$ cat src/common/pcfg_params.svh
`ifndef PCFG_PARAMS_SVH
`define PCFG_PARAMS_SVH
// dword indices (byte offset / 4) of the config space
`define PCFG_DW_STATCMD   6'h01
`define PCFG_DW_CLASSREV  6'h02
`define PCFG_DW_HDRMISC   6'h03
`define PCFG_DW_IOBASE    6'h04
`define PCFG_DW_MEMBASE   6'h05
`define PCFG_DW_IRQ       6'h0f
// byte offsets as printed
`define PCFG_OFS_REV      8'h08
`define PCFG_OFS_CLASS    8'h09
`define PCFG_OFS_CLS      8'h0c
`define PCFG_OFS_LAT      8'h0d
`define PCFG_OFS_HDR      8'h0e
`define PCFG_OFS_IOBASE   8'h10
`define PCFG_OFS_MEMBASE  8'h14
`define PCFG_OFS_IRQLINE  8'h3c
`define PCFG_OFS_IRQPIN   8'h3d
`define PCFG_OFS_MINGNT   8'h3e
`define PCFG_OFS_MAXLAT   8'h3f
// status field positions
`define PCFG_ST_RTA       12
`define PCFG_ST_SEL_LO    9
`define PCFG_ST_DPR       8
// command field positions
`define PCFG_CMD_PER      6
// fixed values
`define PCFG_SEL_MEDIUM   2'h1
`define PCFG_CLASS_VAL    24'h010000
`define PCFG_HDR_VAL      8'h00
`define PCFG_IRQPIN_VAL   8'h01
`define PCFG_MINGNT_VAL   8'h08
`define PCFG_MAXLAT_VAL   8'h40
`define PCFG_IOBASE_FIX   2'h1
`define PCFG_MEMBASE_FIX  1'h0
`endif

$ cat src/common/pcfg_pkg.sv
`default_nettype none
package pcfg_pkg;
	typedef enum logic [1:0] {
		MS_IDLE,
		MS_BURST,
		MS_STOP
	} pcfg_mstate_t;
endpackage : pcfg_pkg
`default_nettype wire

$ cat src/hw/pcfg_header.sv
`timescale 1ns/100ps
`default_nettype none
`include "pcfg_params.svh"
module pcfg_header
	import pcfg_pkg::*;
#(
	parameter logic [3:0] SILICON_REV = 4'h1 // arbitrary value
) (
	input  wire logic        clk,            // bus clock
	input  wire logic        nrst,           // async reset, active low
	input  wire logic        cfg_wr,         // config write strobe
	input  wire logic        cfg_rd,         // config read strobe
	input  wire logic [5:0]  cfg_dw,         // dword index
	input  wire logic [3:0]  cfg_be,         // byte enables, active high
	input  wire logic [31:0] cfg_wdata,      // write data
	output logic      [31:0] cfg_rdata,      // read data
	input  wire logic        per_resp_en,    // command bit 6 from command block
	input  wire logic        cache_line_align_enable, // dma_control_register bit 7
	input  wire logic        core_clk_sel_bus, // use bus clock as core clock
	output logic             core_clk_is_bus,  // core runs on bus clock, slow rates
	input  wire logic        mst_active,     // this device is master of a burst
	input  wire logic        mst_start,      // one-cycle: master tenure begins
	input  wire logic        mst_target_abort, // pulse: own master cycle target-aborted
	input  wire logic        mst_perr_seen,  // pulse: perr driven/observed on own data phase
	input  wire logic        gnt_n,          // arbiter grant, active low
	input  wire logic [31:0] mst_addr,       // current master address
	input  wire logic        memory_to_memory_move, // move with misaligned burst size
	output logic             mst_may_burst,  // alignment permits bursting
	output logic             mst_stop_req,   // end burst now (tenure expired)
	input  wire logic        serr_drive,     // core wants to drive a s/t/s line
	output logic             stl_out_n,      // s/t/s line output value
	output logic             stl_oe,         // s/t/s line output enable
	output logic             rst_sync_n      // synchronised reset, active low
);
	logic       rs1_q, rs2_q;
	logic       rta_q, dpr_q;
	logic [7:0] cls_q, lat_q, irq_line_q;
	logic [31:2] io_base_q;
	logic [31:1] mem_base_q;
	logic [7:0] lat_cnt_q;
	logic [31:0] rdata_d;
	pcfg_mstate_t ms_q;

	function automatic logic [7:0] merge_byte(input logic [7:0] old, input logic [31:0] d,
		input logic [3:0] be, input int lane);
		merge_byte = be[lane] ? d[lane*8 +: 8] : old;
	endfunction : merge_byte

	// two-stage reset synchroniser; assert asynchronously, release on clock
	always_ff @(posedge clk or negedge nrst) begin
		if (!nrst) begin
			rs1_q <= 1'b0;
			rs2_q <= 1'b0;
		end else begin
			rs1_q <= 1'b1;
			rs2_q <= rs1_q;
		end
	end
	assign rst_sync_n = rs2_q;

	logic wr_stat, wr_hdr, wr_io, wr_mem, wr_irq;
	assign wr_stat = cfg_wr && cfg_dw == `PCFG_DW_STATCMD;
	assign wr_hdr  = cfg_wr && cfg_dw == `PCFG_DW_HDRMISC;
	assign wr_io   = cfg_wr && cfg_dw == `PCFG_DW_IOBASE;
	assign wr_mem  = cfg_wr && cfg_dw == `PCFG_DW_MEMBASE;
	assign wr_irq  = cfg_wr && cfg_dw == `PCFG_DW_IRQ;

	// status flags: hardware set wins over a write-one clear in the same cycle
	always_ff @(posedge clk or negedge rs2_q) begin
		if (!rs2_q) begin
			rta_q <= 1'b0;
		end else if (mst_target_abort) begin
			rta_q <= 1'b1;
		end else if (wr_stat && cfg_be[3] && cfg_wdata[16+`PCFG_ST_RTA]) begin
			rta_q <= 1'b0;
		end
	end

	always_ff @(posedge clk or negedge rs2_q) begin
		if (!rs2_q) begin
			dpr_q <= 1'b0;
		end else if (mst_perr_seen && mst_active && per_resp_en) begin
			dpr_q <= 1'b1;
		end else if (wr_stat && cfg_be[3] && cfg_wdata[16+`PCFG_ST_DPR]) begin
			dpr_q <= 1'b0;
		end
	end

	always_ff @(posedge clk or negedge rs2_q) begin
		if (!rs2_q) begin
			cls_q <= 8'h00;
			lat_q <= 8'h00;
		end else if (wr_hdr) begin
			cls_q <= merge_byte(cls_q, cfg_wdata, cfg_be, 0);
			lat_q <= merge_byte(lat_q, cfg_wdata, cfg_be, 1);
		end
	end

	always_ff @(posedge clk or negedge rs2_q) begin
		if (!rs2_q) begin
			io_base_q <= '0;
		end else if (wr_io) begin
			io_base_q[7:2]   <= cfg_be[0] ? cfg_wdata[7:2] : io_base_q[7:2];
			io_base_q[15:8]  <= merge_byte(io_base_q[15:8], cfg_wdata, cfg_be, 1);
			io_base_q[23:16] <= merge_byte(io_base_q[23:16], cfg_wdata, cfg_be, 2);
			io_base_q[31:24] <= merge_byte(io_base_q[31:24], cfg_wdata, cfg_be, 3);
		end
	end

	always_ff @(posedge clk or negedge rs2_q) begin
		if (!rs2_q) begin
			mem_base_q <= '0;
		end else if (wr_mem) begin
			mem_base_q[7:1]   <= cfg_be[0] ? cfg_wdata[7:1] : mem_base_q[7:1];
			mem_base_q[15:8]  <= merge_byte(mem_base_q[15:8], cfg_wdata, cfg_be, 1);
			mem_base_q[23:16] <= merge_byte(mem_base_q[23:16], cfg_wdata, cfg_be, 2);
			mem_base_q[31:24] <= merge_byte(mem_base_q[31:24], cfg_wdata, cfg_be, 3);
		end
	end

	always_ff @(posedge clk or negedge rs2_q) begin
		if (!rs2_q) begin
			irq_line_q <= 8'h00;
		end else if (wr_irq) begin
			irq_line_q <= merge_byte(irq_line_q, cfg_wdata, cfg_be, 0);
		end
	end

	// read mux; anything outside the decoded dwords reads zero
	always_comb begin
		rdata_d = 32'h0000_0000;
		case (cfg_dw)
			`PCFG_DW_STATCMD: begin
				rdata_d[16+`PCFG_ST_RTA] = rta_q;
				rdata_d[16+`PCFG_ST_SEL_LO +: 2] = `PCFG_SEL_MEDIUM;
				rdata_d[16+`PCFG_ST_DPR] = dpr_q;
			end
			`PCFG_DW_CLASSREV: rdata_d = {`PCFG_CLASS_VAL, 4'h0, SILICON_REV};
			`PCFG_DW_HDRMISC: rdata_d = {8'h00, `PCFG_HDR_VAL, lat_q, cls_q};
			`PCFG_DW_IOBASE: rdata_d = {io_base_q, `PCFG_IOBASE_FIX};
			`PCFG_DW_MEMBASE: rdata_d = {mem_base_q, `PCFG_MEMBASE_FIX};
			`PCFG_DW_IRQ: rdata_d = {`PCFG_MAXLAT_VAL, `PCFG_MINGNT_VAL,
				`PCFG_IRQPIN_VAL, irq_line_q};
			default: rdata_d = 32'h0000_0000;
		endcase
	end

	always_ff @(posedge clk or negedge rs2_q) begin
		if (!rs2_q) begin
			cfg_rdata <= 32'h0000_0000;
		end else if (cfg_rd) begin
			cfg_rdata <= rdata_d;
		end
	end

	// tenure timer: loaded at start, counts down each clock while mastering, holds at zero
	always_ff @(posedge clk or negedge rs2_q) begin
		if (!rs2_q) begin
			lat_cnt_q <= 8'h00;
		end else if (mst_start) begin
			lat_cnt_q <= lat_q;
		end else if (mst_active && lat_cnt_q != 8'h00) begin
			lat_cnt_q <= lat_cnt_q - 8'h01;
		end
	end

	always_ff @(posedge clk or negedge rs2_q) begin
		if (!rs2_q) begin
			ms_q <= MS_IDLE;
		end else begin
			case (ms_q)
				MS_IDLE: if (mst_start) ms_q <= MS_BURST;
				MS_BURST: begin
					if (!mst_active) ms_q <= MS_IDLE;
					else if (lat_cnt_q == 8'h00 && gnt_n) ms_q <= MS_STOP;
				end
				MS_STOP: if (!mst_active) ms_q <= MS_IDLE;
				default: ms_q <= MS_IDLE;
			endcase
		end
	end
	assign mst_stop_req = ms_q == MS_STOP;

	// alignment check: only the line-size low bits matter; a zero size disables it
	logic [7:0] line_off;
	assign line_off = mst_addr[9:2] & (cls_q - 8'h01);
	assign mst_may_burst = !cache_line_align_enable || memory_to_memory_move ||
		cls_q == 8'h00 || line_off == 8'h00;

	assign core_clk_is_bus = core_clk_sel_bus;

	// sustained tri-state: only this agent's request drives; floated in reset
	assign stl_oe    = rs2_q && serr_drive;
	assign stl_out_n = 1'b0;

	a_rta_set: assert property (@(posedge clk) disable iff (!rs2_q)
		mst_target_abort |=> rta_q) else $error("target abort flag not set");
	a_dpr_gate: assert property (@(posedge clk) disable iff (!rs2_q)
		$rose(dpr_q) |-> $past(mst_perr_seen && mst_active && per_resp_en))
		else $error("parity reported without cause");
	a_stat_clear: assert property (@(posedge clk) disable iff (!rs2_q)
		wr_stat && cfg_be[3] && cfg_wdata[28] && !mst_target_abort |=> !rta_q)
		else $error("write one did not clear");
	a_no_set: assert property (@(posedge clk) disable iff (!rs2_q)
		$rose(rta_q) |-> $past(mst_target_abort)) else $error("flag set by write");
	a_sel_read: assert property (@(posedge clk) disable iff (!rs2_q)
		cfg_rd && cfg_dw == 6'h01 |=> cfg_rdata[26:25] == 2'h1)
		else $error("select timing not medium");
	a_io_bits: assert property (@(posedge clk) disable iff (!rs2_q)
		cfg_rd && cfg_dw == 6'h04 |=> cfg_rdata[1:0] == 2'h1)
		else $error("io base low bits wrong");
	a_irq_fixed: assert property (@(posedge clk) disable iff (!rs2_q)
		cfg_rd && cfg_dw == 6'h0f |=> cfg_rdata[31:8] == 24'h400801)
		else $error("irq pin or grant values wrong");
	a_unmapped: assert property (@(posedge clk) disable iff (!rs2_q)
		cfg_rd && cfg_dw > 6'h05 && cfg_dw != 6'h0f |=> cfg_rdata == 32'h0)
		else $error("unmapped read not zero");
	a_lat_store: assert property (@(posedge clk) disable iff (!rs2_q)
		wr_hdr && cfg_be[1] |=> lat_q == $past(cfg_wdata[15:8]))
		else $error("latency byte not stored");
	a_tenure_end: assert property (@(posedge clk) disable iff (!rs2_q)
		ms_q == MS_BURST && mst_active && lat_cnt_q == 8'h00 && gnt_n |=> mst_stop_req)
		else $error("burst not stopped on expiry");
	a_float_rst: assert property (@(posedge clk) !rs2_q |-> !stl_oe)
		else $error("driving in reset");

	// status flags: clear, hold and set conditions
	a_dpr_clear: assert property (@(posedge clk) disable iff (!rs2_q)
		wr_stat && cfg_be[3] && cfg_wdata[24] && !(mst_perr_seen && mst_active && per_resp_en)
		|=> !dpr_q) else $error("parity flag not cleared");

	a_rta_hold: assert property (@(posedge clk) disable iff (!rs2_q)
		!mst_target_abort && !(wr_stat && cfg_be[3] && cfg_wdata[28]) |=> rta_q == $past(rta_q))
		else $error("abort flag changed without cause");

	a_dpr_hold: assert property (@(posedge clk) disable iff (!rs2_q)
		!mst_perr_seen && !(wr_stat && cfg_be[3] && cfg_wdata[24]) |=> dpr_q == $past(dpr_q))
		else $error("parity flag changed without cause");

	a_wr_no_set: assert property (@(posedge clk) disable iff (!rs2_q)
		wr_stat && !mst_target_abort && !rta_q |=> !rta_q)
		else $error("status write set a flag");

	a_dpr_need_en: assert property (@(posedge clk) disable iff (!rs2_q)
		!per_resp_en |=> !$rose(dpr_q))
		else $error("parity flag set while response disabled");

	// fixed identification and layout fields, read data hold
	a_class_read: assert property (@(posedge clk) disable iff (!rs2_q)
		cfg_rd && cfg_dw == 6'h02 |=> cfg_rdata[31:8] == 24'h010000)
		else $error("class field wrong");

	a_rev_read: assert property (@(posedge clk) disable iff (!rs2_q)
		cfg_rd && cfg_dw == 6'h02 |=> cfg_rdata[7:0] == {4'h0, SILICON_REV})
		else $error("revision byte wrong");

	a_hdr_read: assert property (@(posedge clk) disable iff (!rs2_q)
		cfg_rd && cfg_dw == 6'h03 |=> cfg_rdata[31:16] == 16'h0000)
		else $error("header type not zero");

	a_mem_bit0: assert property (@(posedge clk) disable iff (!rs2_q)
		cfg_rd && cfg_dw == 6'h05 |=> !cfg_rdata[0])
		else $error("memory base bit 0 not zero");

	a_rdata_hold: assert property (@(posedge clk) disable iff (!rs2_q)
		!cfg_rd |=> $stable(cfg_rdata))
		else $error("read data moved without a read");

	// writable stores take the enabled lanes
	a_cls_store: assert property (@(posedge clk) disable iff (!rs2_q)
		wr_hdr && cfg_be[0] |=> cls_q == $past(cfg_wdata[7:0]))
		else $error("cache line byte not stored");

	a_irq_store: assert property (@(posedge clk) disable iff (!rs2_q)
		wr_irq && cfg_be[0] |=> irq_line_q == $past(cfg_wdata[7:0]))
		else $error("interrupt line byte not stored");

	a_io_store: assert property (@(posedge clk) disable iff (!rs2_q)
		wr_io && cfg_be[3] |=> io_base_q[31:24] == $past(cfg_wdata[31:24]))
		else $error("io base not stored");

	a_mem_store: assert property (@(posedge clk) disable iff (!rs2_q)
		wr_mem && cfg_be[3] |=> mem_base_q[31:24] == $past(cfg_wdata[31:24]))
		else $error("memory base not stored");

	// tenure timer and stop request
	a_timer_load: assert property (@(posedge clk) disable iff (!rs2_q)
		mst_start |=> lat_cnt_q == $past(lat_q))
		else $error("tenure timer not loaded");

	a_timer_count: assert property (@(posedge clk) disable iff (!rs2_q)
		!mst_start && mst_active && lat_cnt_q != 8'h00 |=> lat_cnt_q == $past(lat_cnt_q) - 8'h01)
		else $error("tenure timer not counting");

	a_stop_release: assert property (@(posedge clk) disable iff (!rs2_q)
		mst_stop_req && !mst_active |=> !mst_stop_req)
		else $error("stop request outlived mastership");

	a_no_early_stop: assert property (@(posedge clk) disable iff (!rs2_q)
		ms_q == MS_BURST && lat_cnt_q != 8'h00 |=> !mst_stop_req)
		else $error("stop before timer expiry");

	a_grant_held: assert property (@(posedge clk) disable iff (!rs2_q)
		ms_q == MS_BURST && !gnt_n |=> !mst_stop_req)
		else $error("stop while grant still held");

	// burst alignment and core clock select
	a_align_block: assert property (@(posedge clk) disable iff (!rs2_q)
		cache_line_align_enable && !memory_to_memory_move && cls_q == 8'h04 &&
		mst_addr[3:2] != 2'h0 |-> !mst_may_burst) else $error("misaligned burst allowed");

	a_align_off: assert property (@(posedge clk) disable iff (!rs2_q)
		!cache_line_align_enable |-> mst_may_burst)
		else $error("burst blocked with alignment off");

	a_clk_sel: assert property (@(posedge clk) disable iff (!rs2_q)
		core_clk_is_bus == core_clk_sel_bus)
		else $error("core clock choice not reflected");

	// shared line and reset
	a_line_level: assert property (@(posedge clk) disable iff (!rs2_q)
		stl_oe |-> !stl_out_n)
		else $error("shared line driven high");

	a_one_driver: assert property (@(posedge clk) disable iff (!rs2_q)
		stl_oe |-> serr_drive)
		else $error("shared line driven without request");

	a_sync_rise: assert property (@(posedge clk)
		$rose(rs2_q) |-> $past(rs1_q))
		else $error("reset released without first stage");

	a_regs_reset: assert property (@(posedge clk)
		!rs2_q |-> !rta_q && !dpr_q && cfg_rdata == 32'h0000_0000)
		else $error("state not cleared in reset");

	c_abort: cover property (@(posedge clk) disable iff (!rs2_q) $rose(rta_q));
	c_clear: cover property (@(posedge clk) disable iff (!rs2_q) $fell(rta_q));
	c_parity: cover property (@(posedge clk) disable iff (!rs2_q) $rose(dpr_q));
	c_stop: cover property (@(posedge clk) disable iff (!rs2_q) $rose(mst_stop_req));
	c_misalign: cover property (@(posedge clk) disable iff (!rs2_q) !mst_may_burst);
endmodule : pcfg_header
`default_nettype wire

$ cat config.mk
export PLATFORM = sky130hd
export DESIGN_NAME = pcfg_header
export DESIGN_NICKNAME = d
export VERILOG_FILES = /design/src/common/pcfg_pkg.sv /design/src/hw/pcfg_header.sv
export VERILOG_INCLUDE_DIRS = /design/src /design/src/common
export SDC_FILE = /design/constraint.sdc
export NUM_CORES = 1
export LEC_CHECK = 0
export CELL_PAD_IN_SITES_DETAIL_PLACEMENT = 1
export CELL_PAD_IN_SITES_GLOBAL_PLACEMENT = 1
export CORE_UTILIZATION = 50
export DETAILED_ROUTE_END_ITERATION = 8
export DONT_BUFFER_PORTS = 1
export GPL_ROUTABILITY_DRIVEN = 0
export PLACE_DENSITY_LB_ADDON = 0.1
export SYNTH_ARGS = -nofsm -noshare
export SYNTH_HDL_FRONTEND = slang
export SYNTH_SLANG_ARGS = --single-unit
$ cat constraint.sdc
create_clock -name clk -period 5.92 [get_ports clk]
set_input_delay 1.184 -clock clk [delete_from_list [all_inputs] [get_ports clk]]
set_output_delay 1.184 -clock clk [all_outputs]
set_load 0.01 [all_outputs]
## Yosys cells after proc, flatten, opt, wreduce, memory -nomap -nowiden

Cells that the tools add are included.

- Flip-flop bits (word level): 131
- Input port bits: 88
- Output and inout bits: 38
- Word-level logic and storage cells: 85

- Add/sub/neg operators: 2
- Equality and inequality tests: 11
- Multiplexer cells: 16
- Bitwise operators: 1
- Reduce and logical (&&, ||, !) cells: 37

Operator list:

| operator | count |
|---|---|
| case mux 24 bit (5 select lines) | 1 |
| zero test 8 bit | 3 |
| AND reduction 2 bit | 11 |
| two-way mux 8 bit | 2 |
| subtractor 8 x 1 -> 8 bit, second input constant | 2 |
| logical AND 1 bit | 13 |
| == test 6 x 2 -> 1 bit, second input constant | 2 |
| == test 6 x 3 -> 1 bit, second input constant | 2 |
| case mux 3 bit (4 select lines) | 1 |
| case mux 3 bit (3 select lines) | 1 |
| AND 8 bit | 1 |
| two-way mux 2 bit | 4 |
| nonzero test 8 bit | 1 |
| == test 6 x 1 -> 1 bit, second input constant | 1 |
| == test 6 x 4 -> 1 bit, second input constant | 1 |
| case mux 2 bit (3 select lines) | 1 |
| nonzero test 2 bit | 3 |
| two-way mux 1 bit | 4 |
| != test 2 bit, second input constant | 2 |
| logical OR 1 bit | 3 |
| != test 3 bit, second input constant | 1 |
| case mux 1 bit (3 select lines) | 1 |
| AND reduction 3 bit | 1 |
| == test 2 x 1 -> 1 bit, second input constant | 1 |
| 4 further kinds | 4 |

## Depth between registers and ports, before layout

Gate-level depths: netlist of the first run.

- Depth in word-level cells: 6
- Gate-level depth with buffers: 8
- Depth with buffers taken out: 7

## Least setup slack after synthesis of the first run

Ideal clock, no wire load.

- Kind: reg2out
- From: register rs2_q (netlist: rst_sync_n)
- To: output port stl_oe
- Data arrival time: 3.583 ns
- Required time: 4.736 ns
- Setup slack: 1.153 ns
- Cell stages (with the launch flop): 2
- Buffers on the path: 0
- Cells stage by stage: dfrtp_1 and2_1

- Longest elaborated chain between the ends: 1

RTL lines:

| element | line | source |
|---|---|---|
| start, declared | pcfg_header.sv:35 | `logic rs1_q, rs2_q;` |
| start signal, assigned | pcfg_header.sv:56 | `rs2_q <= rs1_q;` |
| logical AND 1 bit | pcfg_header.sv:193 | `assign stl_oe = rs2_q && serr_drive;` |
| end, declared | pcfg_header.sv:32 | `output logic stl_oe,` |

Every way passes these cells.

## Worst setup path in the final report of the first run

- From: register cls_q[0]
- To: output port mst_may_burst

- Longest elaborated chain between the ends: 4
- Elaborated cells between the ends (all ways): 6
- Classes of those cells: add/sub (1); bitwise (1); reduce/logical (4)

RTL lines:

| element | line | source |
|---|---|---|
| start, declared | pcfg_header.sv:37 | `logic [7:0] cls_q, lat_q, irq_line_q;` |
| start signal, assigned | pcfg_header.sv:94 | `cls_q <= merge_byte(cls_q, cfg_wdata, cfg_be, 0);` |
| subtractor 8 x 1 -> 8 bit | pcfg_header.sv:186 | `assign line_off = mst_addr[9:2] & (cls_q - 8'h01);` |
| AND 8 bit | pcfg_header.sv:186 |  |
| zero test 8 bit | pcfg_header.sv:188 | `cls_q == 8'h00 \|\| line_off == 8'h00;` |
| logical OR 1 bit * | pcfg_header.sv:188 |  |
| end, declared | pcfg_header.sv:28 | `output logic mst_may_burst,` |

Mark *: on every way between the ends. The rest lies on a longest branch, timed or not.

==> results.yml, run 1 <==
worst_setup_path:
  reg2reg_setup_slack_ps: 3930
  reg2reg_to: "lat_cnt_q[7]"
  critPathKind: "reg2out"
  r2r_cells: 5
  crit_end: "mst_may_burst"
  crit_fanout: 4
  worstSetupStartpoint: "cls_q[0]"
  r2r_start: "lat_cnt_q[5]"
  cp_data_arrival_time_ps: 2510
  cp.required_ps: 4740
  end_kind: "primary output"
  worstSetupStartpointType: "flip-flop"
power:
  leakage_nw: 2.94
  power.density_nw_per_um2: 359
  vdd_drop_max_uv: 277
cts:
  cts_tree: "yes"
  insertion_delay_ps: 420
  clockBufferDepth: 2
  ctsResizeCount: 0
  cts_made_buffers: 17
  path_clk_slew_ps: 60
  hold_buffers: 0
  h-tree-depth: 4
  cts_setup_buffers: 0
  clockRootBuffer: "clkbuf_16"
  cts_num_sinks: 131
sta:
  hold_violations: 0
  rsz0062_at_grt: "false"
  finalSetupViolCount: 0
  final.setup.worst_slack_ps: 2220
  slew_headroom: 0.380
  max_freq_mhz: 270
  hold_slack_ps: 351
  finClkSkew_ps: 6.41
  worst_pin_slew_ps: 927
  timing.final.crit_share: 0.625
  slew_viol_final: 0
  period_needed_ps: 3700
  tns_ps: 0
die:
  core_area_sq_um: 11400
  initial_utilization: 0.515
  dieArea_sq_um: 12200
  fp-row-count: 39
  io_pins: 126
  die_w_um: 110
  die_h_um: 110
global_route:
  antenna_found_initial: 0
  overflow: 0
  grt_pass1_vias: 4172
  grt_max_degree: 69
  grt_pass1_wl_mm: 22.8
  grt.total_usage: 0.244
cells_and_area:
  layout-drive-gt1-share: 0.265
  finalInstanceArea_sq_um: 6490
  antennaDiodeCount: 0
  seqCellArea_sq_um: 3280
  nNetsFinal: 569
  multi_input_area_sq_um: 2280
  layout.cells.most_common: "dfrtp_1"
  area_delta_synth_final_pct: 10.4
  num-fill-cells: 1142
  mostFrequentLayoutCells: "130 x dfrtp_1, 84 x mux2_2, 29 x inv_1, 25 x nand2_1, 23 x nor2_1"
routing:
  drtPass1Iterations: 7
  drtIter0Drc: 299
  wl_mm: 13.8
  vias: 3807
  detail-route-antenna-nets: 0
  viasPerCell: 6.01
  drc: 0
  avgRoutedWirePerCell_um: 21.8
synth:
  netlist_area_sq_um: 5880
  synth.distinct_cells: 42
  synth_warnings: 0
  synth-seq-cells: 131
  yosysSeqAreaShare: 0.557
  synthesis.nets: 577
  syn_avg_cell_area_sq_um: 12.1
  syn-instance-count: 485
placement:
  port_buffers: 0
  hpwl_mm: 8.93
  pre_cts_slack_ps: 2420
  postPlaceCellArea_sq_um: 5890
run:
  max_cap_violations: 0
status:
  status: "complete, no violations"
min_path:
  hold_class: "reg2reg"
routing by layer:
metal	wire length, um	track usage
met1	6000	0.316
met3	925	0.0779
met4	197	0.0880
met5	0	0
met2	6660	0.385
cells by family after synthesis:
family                   synth area share
buffers and inverters              0.0555
multiplexers                        0.163
XOR/XNOR                           0.0223
AND/OR/NAND/NOR                    0.0766
flip-flops                          0.557
adder cells (fa/ha/maj)           0.00851
AO/OA/AOI/OAI                       0.116
other                             0.00128
registers in the layout (all words and copies together), names as in the netlist:
register	count
cfg_rdata	32
mem_base_q	31
io_base_q	30
cls_q	8
irq_line_q	8
lat_cnt_q	8
lat_q	8
ms_q	2
dpr_q	1
rs1_q	1
rst_sync_n	1
rta_q	1
area by class of cell:
| cell class | count | area share |
|---|---|---|
| Clock buffer | 19 | 0.0682 |
| Clock inverter | 13 | 0.0245 |
| Inverter | 29 | 0.0168 |
| Multi-Input combinational cell | 292 | 0.351 |
| Sequential cell | 131 | 0.505 |
| Tap cell | 143 | 0.0276 |
| Timing Repair Buffer | 6 | 0.00694 |
per-stage QoR:
stage | utilization | power [W] | std cells
2_1_floorplan | - | 0.00123 | 485
3_3_place_gp | 0.516 | 0.00126 | 601
3_5_place_dp | 0.516 | 0.00128 | 601
4_1_cts | 0.569 | 0.00236 | 633
5_1_grt | 0.569 | 0.00243 | 633
6_report | 0.569 | 0.00233 | 633
where the power goes:
part | total, W | switching, W | internal (W)
Combinational | 0.000216 | 0.000110 | 0.000106
Clock | 0.00107 | 0.000396 | 0.000671
Sequential | 0.00105 | 0.0000737 | 0.000977
worst max-delay path, cell delays in order (launching register included):
cell and delay, ps:
dfrtp_1 470, inv_1 140, ha_1 270, xor2_1 170, a222oi_1 300, o21ai_0 150, a221o_1 280, o21ai_0 320
cells in the mapped netlist:
library cell  instances  area share
dfrtp_1             131        0.56
mux2_2               84        0.16
inv_1                29       0.019
nand2_1              25       0.016
nor2_1               23       0.015
a21oi_1              16       0.014
o21ai_0              16       0.014
a222oi_1             15       0.026
o22ai_1              14       0.015
a22oi_1              13       0.017
and3_1               13       0.014
clkbuf_1             11      0.0070
buf_4                 9       0.011
xor2_1                8       0.012
a21o_1                7      0.0089
buf_6                 7       0.013
nand3_1               7      0.0060
xnor2_1               7       0.010
buf_2                 6      0.0051
nor3_1                5      0.0043
o21ai_2               5      0.0074
ha_1                  4      0.0085
nand2b_1              3      0.0032
nand4_1               3      0.0032
a221o_1               2      0.0034
a221oi_1              2      0.0030
conb_1                2      0.0013
nor2b_1               2      0.0021
nor3b_1               2      0.0026
nor4_1                2      0.0021
a22o_1                1      0.0015
a311oi_1              1      0.0015
a31oi_1               1      0.0011
a32o_1                1      0.0017
and2_1                1      0.0011
and3b_1               1      0.0015
mux2i_1               1      0.0017
nor2_2                1      0.0011
nor3b_4               1      0.0032
o32ai_1               1      0.0015
o41ai_1               1      0.0015
or4_4                 1      0.0019
worst min path at each step:
stage | from | end | slack (ps) | cells past startpoint
final | rs1_q | rst_sync_n | 350 | 0
after global routing | rs1_q | rst_sync_n | 370 | 0
after CTS | rs1_q | rst_sync_n | 350 | 0
after detailed placement | rs1_q | rst_sync_n | 340 | 0
after global placement | rs1_q | rst_sync_n | 340 | 0
after floorplan | rs1_q | rst_sync_n | 330 | 0
Power figures use the tool's default switching activity.
==> run 2, diff against run 1 <==
Settings changed: ABC_AREA from default to 1, CORE_UTILIZATION 50 to 42.
Clock period 5.92 ns to 3.3 ns, I/O delays scaled along.
==> results.yml, run 2 <==
global_route:
  grt.total_usage: 0.243
  grt_pass1_wl_mm: 26.9
  overflow: 0
  grt_pass1_vias: 5355
  grt_max_degree: 55
  antenna_found_initial: 0
synth:
  yosys.area.top_type: "dfrtp_1"
  yosysSeqAreaShare: 0.549
  synth-seq-cells: 131
  synth_area_leaders: "dfrtp_1 55%, nand2_1 18%, o21ai_1 5.4%"
  yosysMostFrequentCell: "nand2_1"
  synth_compound_area_frac: 0.109
  synth.top_cell.area_share: 0.549
  synth_adder_area_share: 0.00838
  synth_edf_count: 0
  syn_avg_cell_area_sq_um: 8.17
  synthesis.nets: 823
  synth_ff_type: "dfrtp_1"
  synth.distinct_cells: 31
  synth_warnings: 0
  yosys.area_share.simple: 0.259
  synth_xor_area_frac: 0.00733
  syn-instance-count: 731
  synthArstFlopShare: 1.00
  netlist_area_sq_um: 5970
  netlist_top_cells_count: "288 x nand2_1, 131 x dfrtp_1, 64 x o21ai_1, 61 x inv_1, 30 x nand3_1"
  synth_top_family_by_area: "simple AND/OR/NAND/NOR gates"
  synthMuxAreaShare: 0
cts:
  cts_made_buffers: 17
  cts_setup_buffers: 0
  clockRootBuffer: "clkbuf_16"
  clockBufferDepth: 2
  insertion_delay_ps: 430
  h-tree-depth: 4
  path_clk_slew_ps: 60
  cts_tree: "yes"
  cts_num_sinks: 131
  ctsResizeCount: 0
placement:
  pre_cts_slack_ps: 1010
  port_buffers: 0
  hpwl_mm: 10.9
worst_setup_path:
  cp_data_arrival_time_ps: 1970
  end_kind: "primary output"
  crit_fanout: 6
  critPathKind: "reg2out"
  worstSetupStartpointType: "flip-flop"
  cp.required_ps: 2640
die:
  fp-row-count: 43
  die_w_um: 121
  dieArea_sq_um: 14700
  die_h_um: 121
  initial_utilization: 0.430
  core_area_sq_um: 13900
  io_pins: 126
sta:
  slew_headroom: 0.543
  period_needed_ps: 2630
  final.setup.worst_slack_ps: 671
  finClkSkew_ps: 9.30
  finalSetupViolCount: 0
  timing.final.crit_share: 0.797
  slew_viol_final: 0
  hold_slack_ps: 307
  worst_pin_slew_ps: 686
  max_freq_mhz: 380
  hold_violations: 0
  tns_ps: 0
  rsz0062_at_grt: "false"
cells_and_area:
  final_util: 0.487
  layout.cells.most_common: "nand2_1"
  seqCellArea_sq_um: 3280
  num-fill-cells: 1660
  multi_input_area_sq_um: 2300
  antennaDiodeCount: 0
  mostFrequentLayoutCells: "288 x nand2_1, 130 x dfrtp_1, 64 x o21ai_1, 61 x inv_1, 30 x nand3_1"
  largest_register: "cfg_rdata"
  area_delta_synth_final_pct: 13.2
  top_regs: "cfg_rdata: 32 flops, mem_base_q: 31 flops, io_base_q: 30 flops"
  nNetsFinal: 821
  layout-drive-gt1-share: 0.0768
  largest_reg_flops: 32
power:
  clkPwrFrac: 0.468
  leakage_nw: 3.45
  finalPower_w: 0.00442
  combPwrFrac: 0.113
  switching_share: 0.258
  vdd_drop_max_uv: 381
  seqPwrFrac: 0.419
  power.density_nw_per_um2: 655
  p_switching_w: 0.00114
  p_int_w: 0.00329
min_path:
  hold_class: "reg2async"
routing:
  vias: 4869
  detail-route-antenna-nets: 0
  drtIter0Drc: 276
  wl_mm: 16.2
  drtPass1Iterations: 6
  avgRoutedWirePerCell_um: 17.6
  viasPerCell: 5.28
  drc: 0
status:
  status: "complete, no violations"
run:
  max_cap_violations: 0
## run 2: cell count changes after synthesis, moves of 7 or more
cell and delta:
a22oi_1 -12, mux2_2 -84, nand2_1 +263, and3_1 -13, o21ai_0 +12, o21ai_1 +64
a222oi_1 -15, nand3_1 +23, o22ai_1 -14, inv_1 +32, nand4_1 +9, nand2_2 +8
buf_2 +7
## run 2: cell families after synthesis
kind of cell,after synthesis
flops,131
simple gates,373
compound gates,122
buf+inv,94
xor+xnor,5
fa+ha+maj,4
other cells,2
## run 2: critical path: stages (launching register included)
cell and delay [ps]:
dfrtp_1 420, inv_1 170, ha_1 310, nand2_1 80, nand3_1 90, nand3_1 60, nand3b_1 160, o21bai_1 260
## run 2: power by group through the flow
stage	Clock, W	Sequential (W)	Combinational, W
floorplan	0	0.00186	0.000388
global placement	0	0.00187	0.000468
detailed placement	0	0.00188	0.000507
CTS	0.00211	0.00185	0.000514
global route	0.00217	0.00188	0.000584
finish	0.00207	0.00185	0.000501
## run 2: path summary, 6_finish.rpt
path	from	to	slack (ps)	depth (start not counted)
worst max-delay path	cls_q[0]	mst_may_burst	670	7
worst min-delay path	rst_sync_n	cfg_rdata[3]	310	0
worst max register to register	lat_cnt_q[0]	lat_cnt_q[2]	1700	9
worst min register to register	rst_sync_n	cfg_rdata[3]	310	0
max in group asynchronous	rst_sync_n	cfg_rdata[28]	1920	1
min in group clk	cfg_rd	cfg_rdata[13]	350	2
## run 2: metrics by stage
stage,area (sq um),instances
after CTS,6760,922
after floorplan,5980,731
final,6760,922
after global placement,6100,889
after detailed placement,6100,889
after global routing,6760,922
## run 2: final cells by class
cell class	count	share of cell area
well taps	180	0.0333
repair buffers	6	0.00703
flip-flops and latches	131	0.485
multi-input cells	506	0.341
clock inverters	13	0.0305
inverters	67	0.0372
clock buffers	19	0.0655
## run 2: repair_timing
| item | 4_1_cts | 5_1_grt |
|---|---|---|
| setup endpoints to repair | 0 | 0 |
| hold buffers | 1 | 0 |
| endpoints found under the hold margin | 2 | 0 |
## run 2: routing by layer
metal | share of wire | vias up | global-route usage
li1 | - | 2319 | -
met1 | 0.43 | 2453 | 0.287
met2 | 0.51 | 75 | 0.420
met3 | 0.043 | 22 | 0.0677
met4 | 0.019 | 0 | 0.0887
met5 | 0 | - | 0
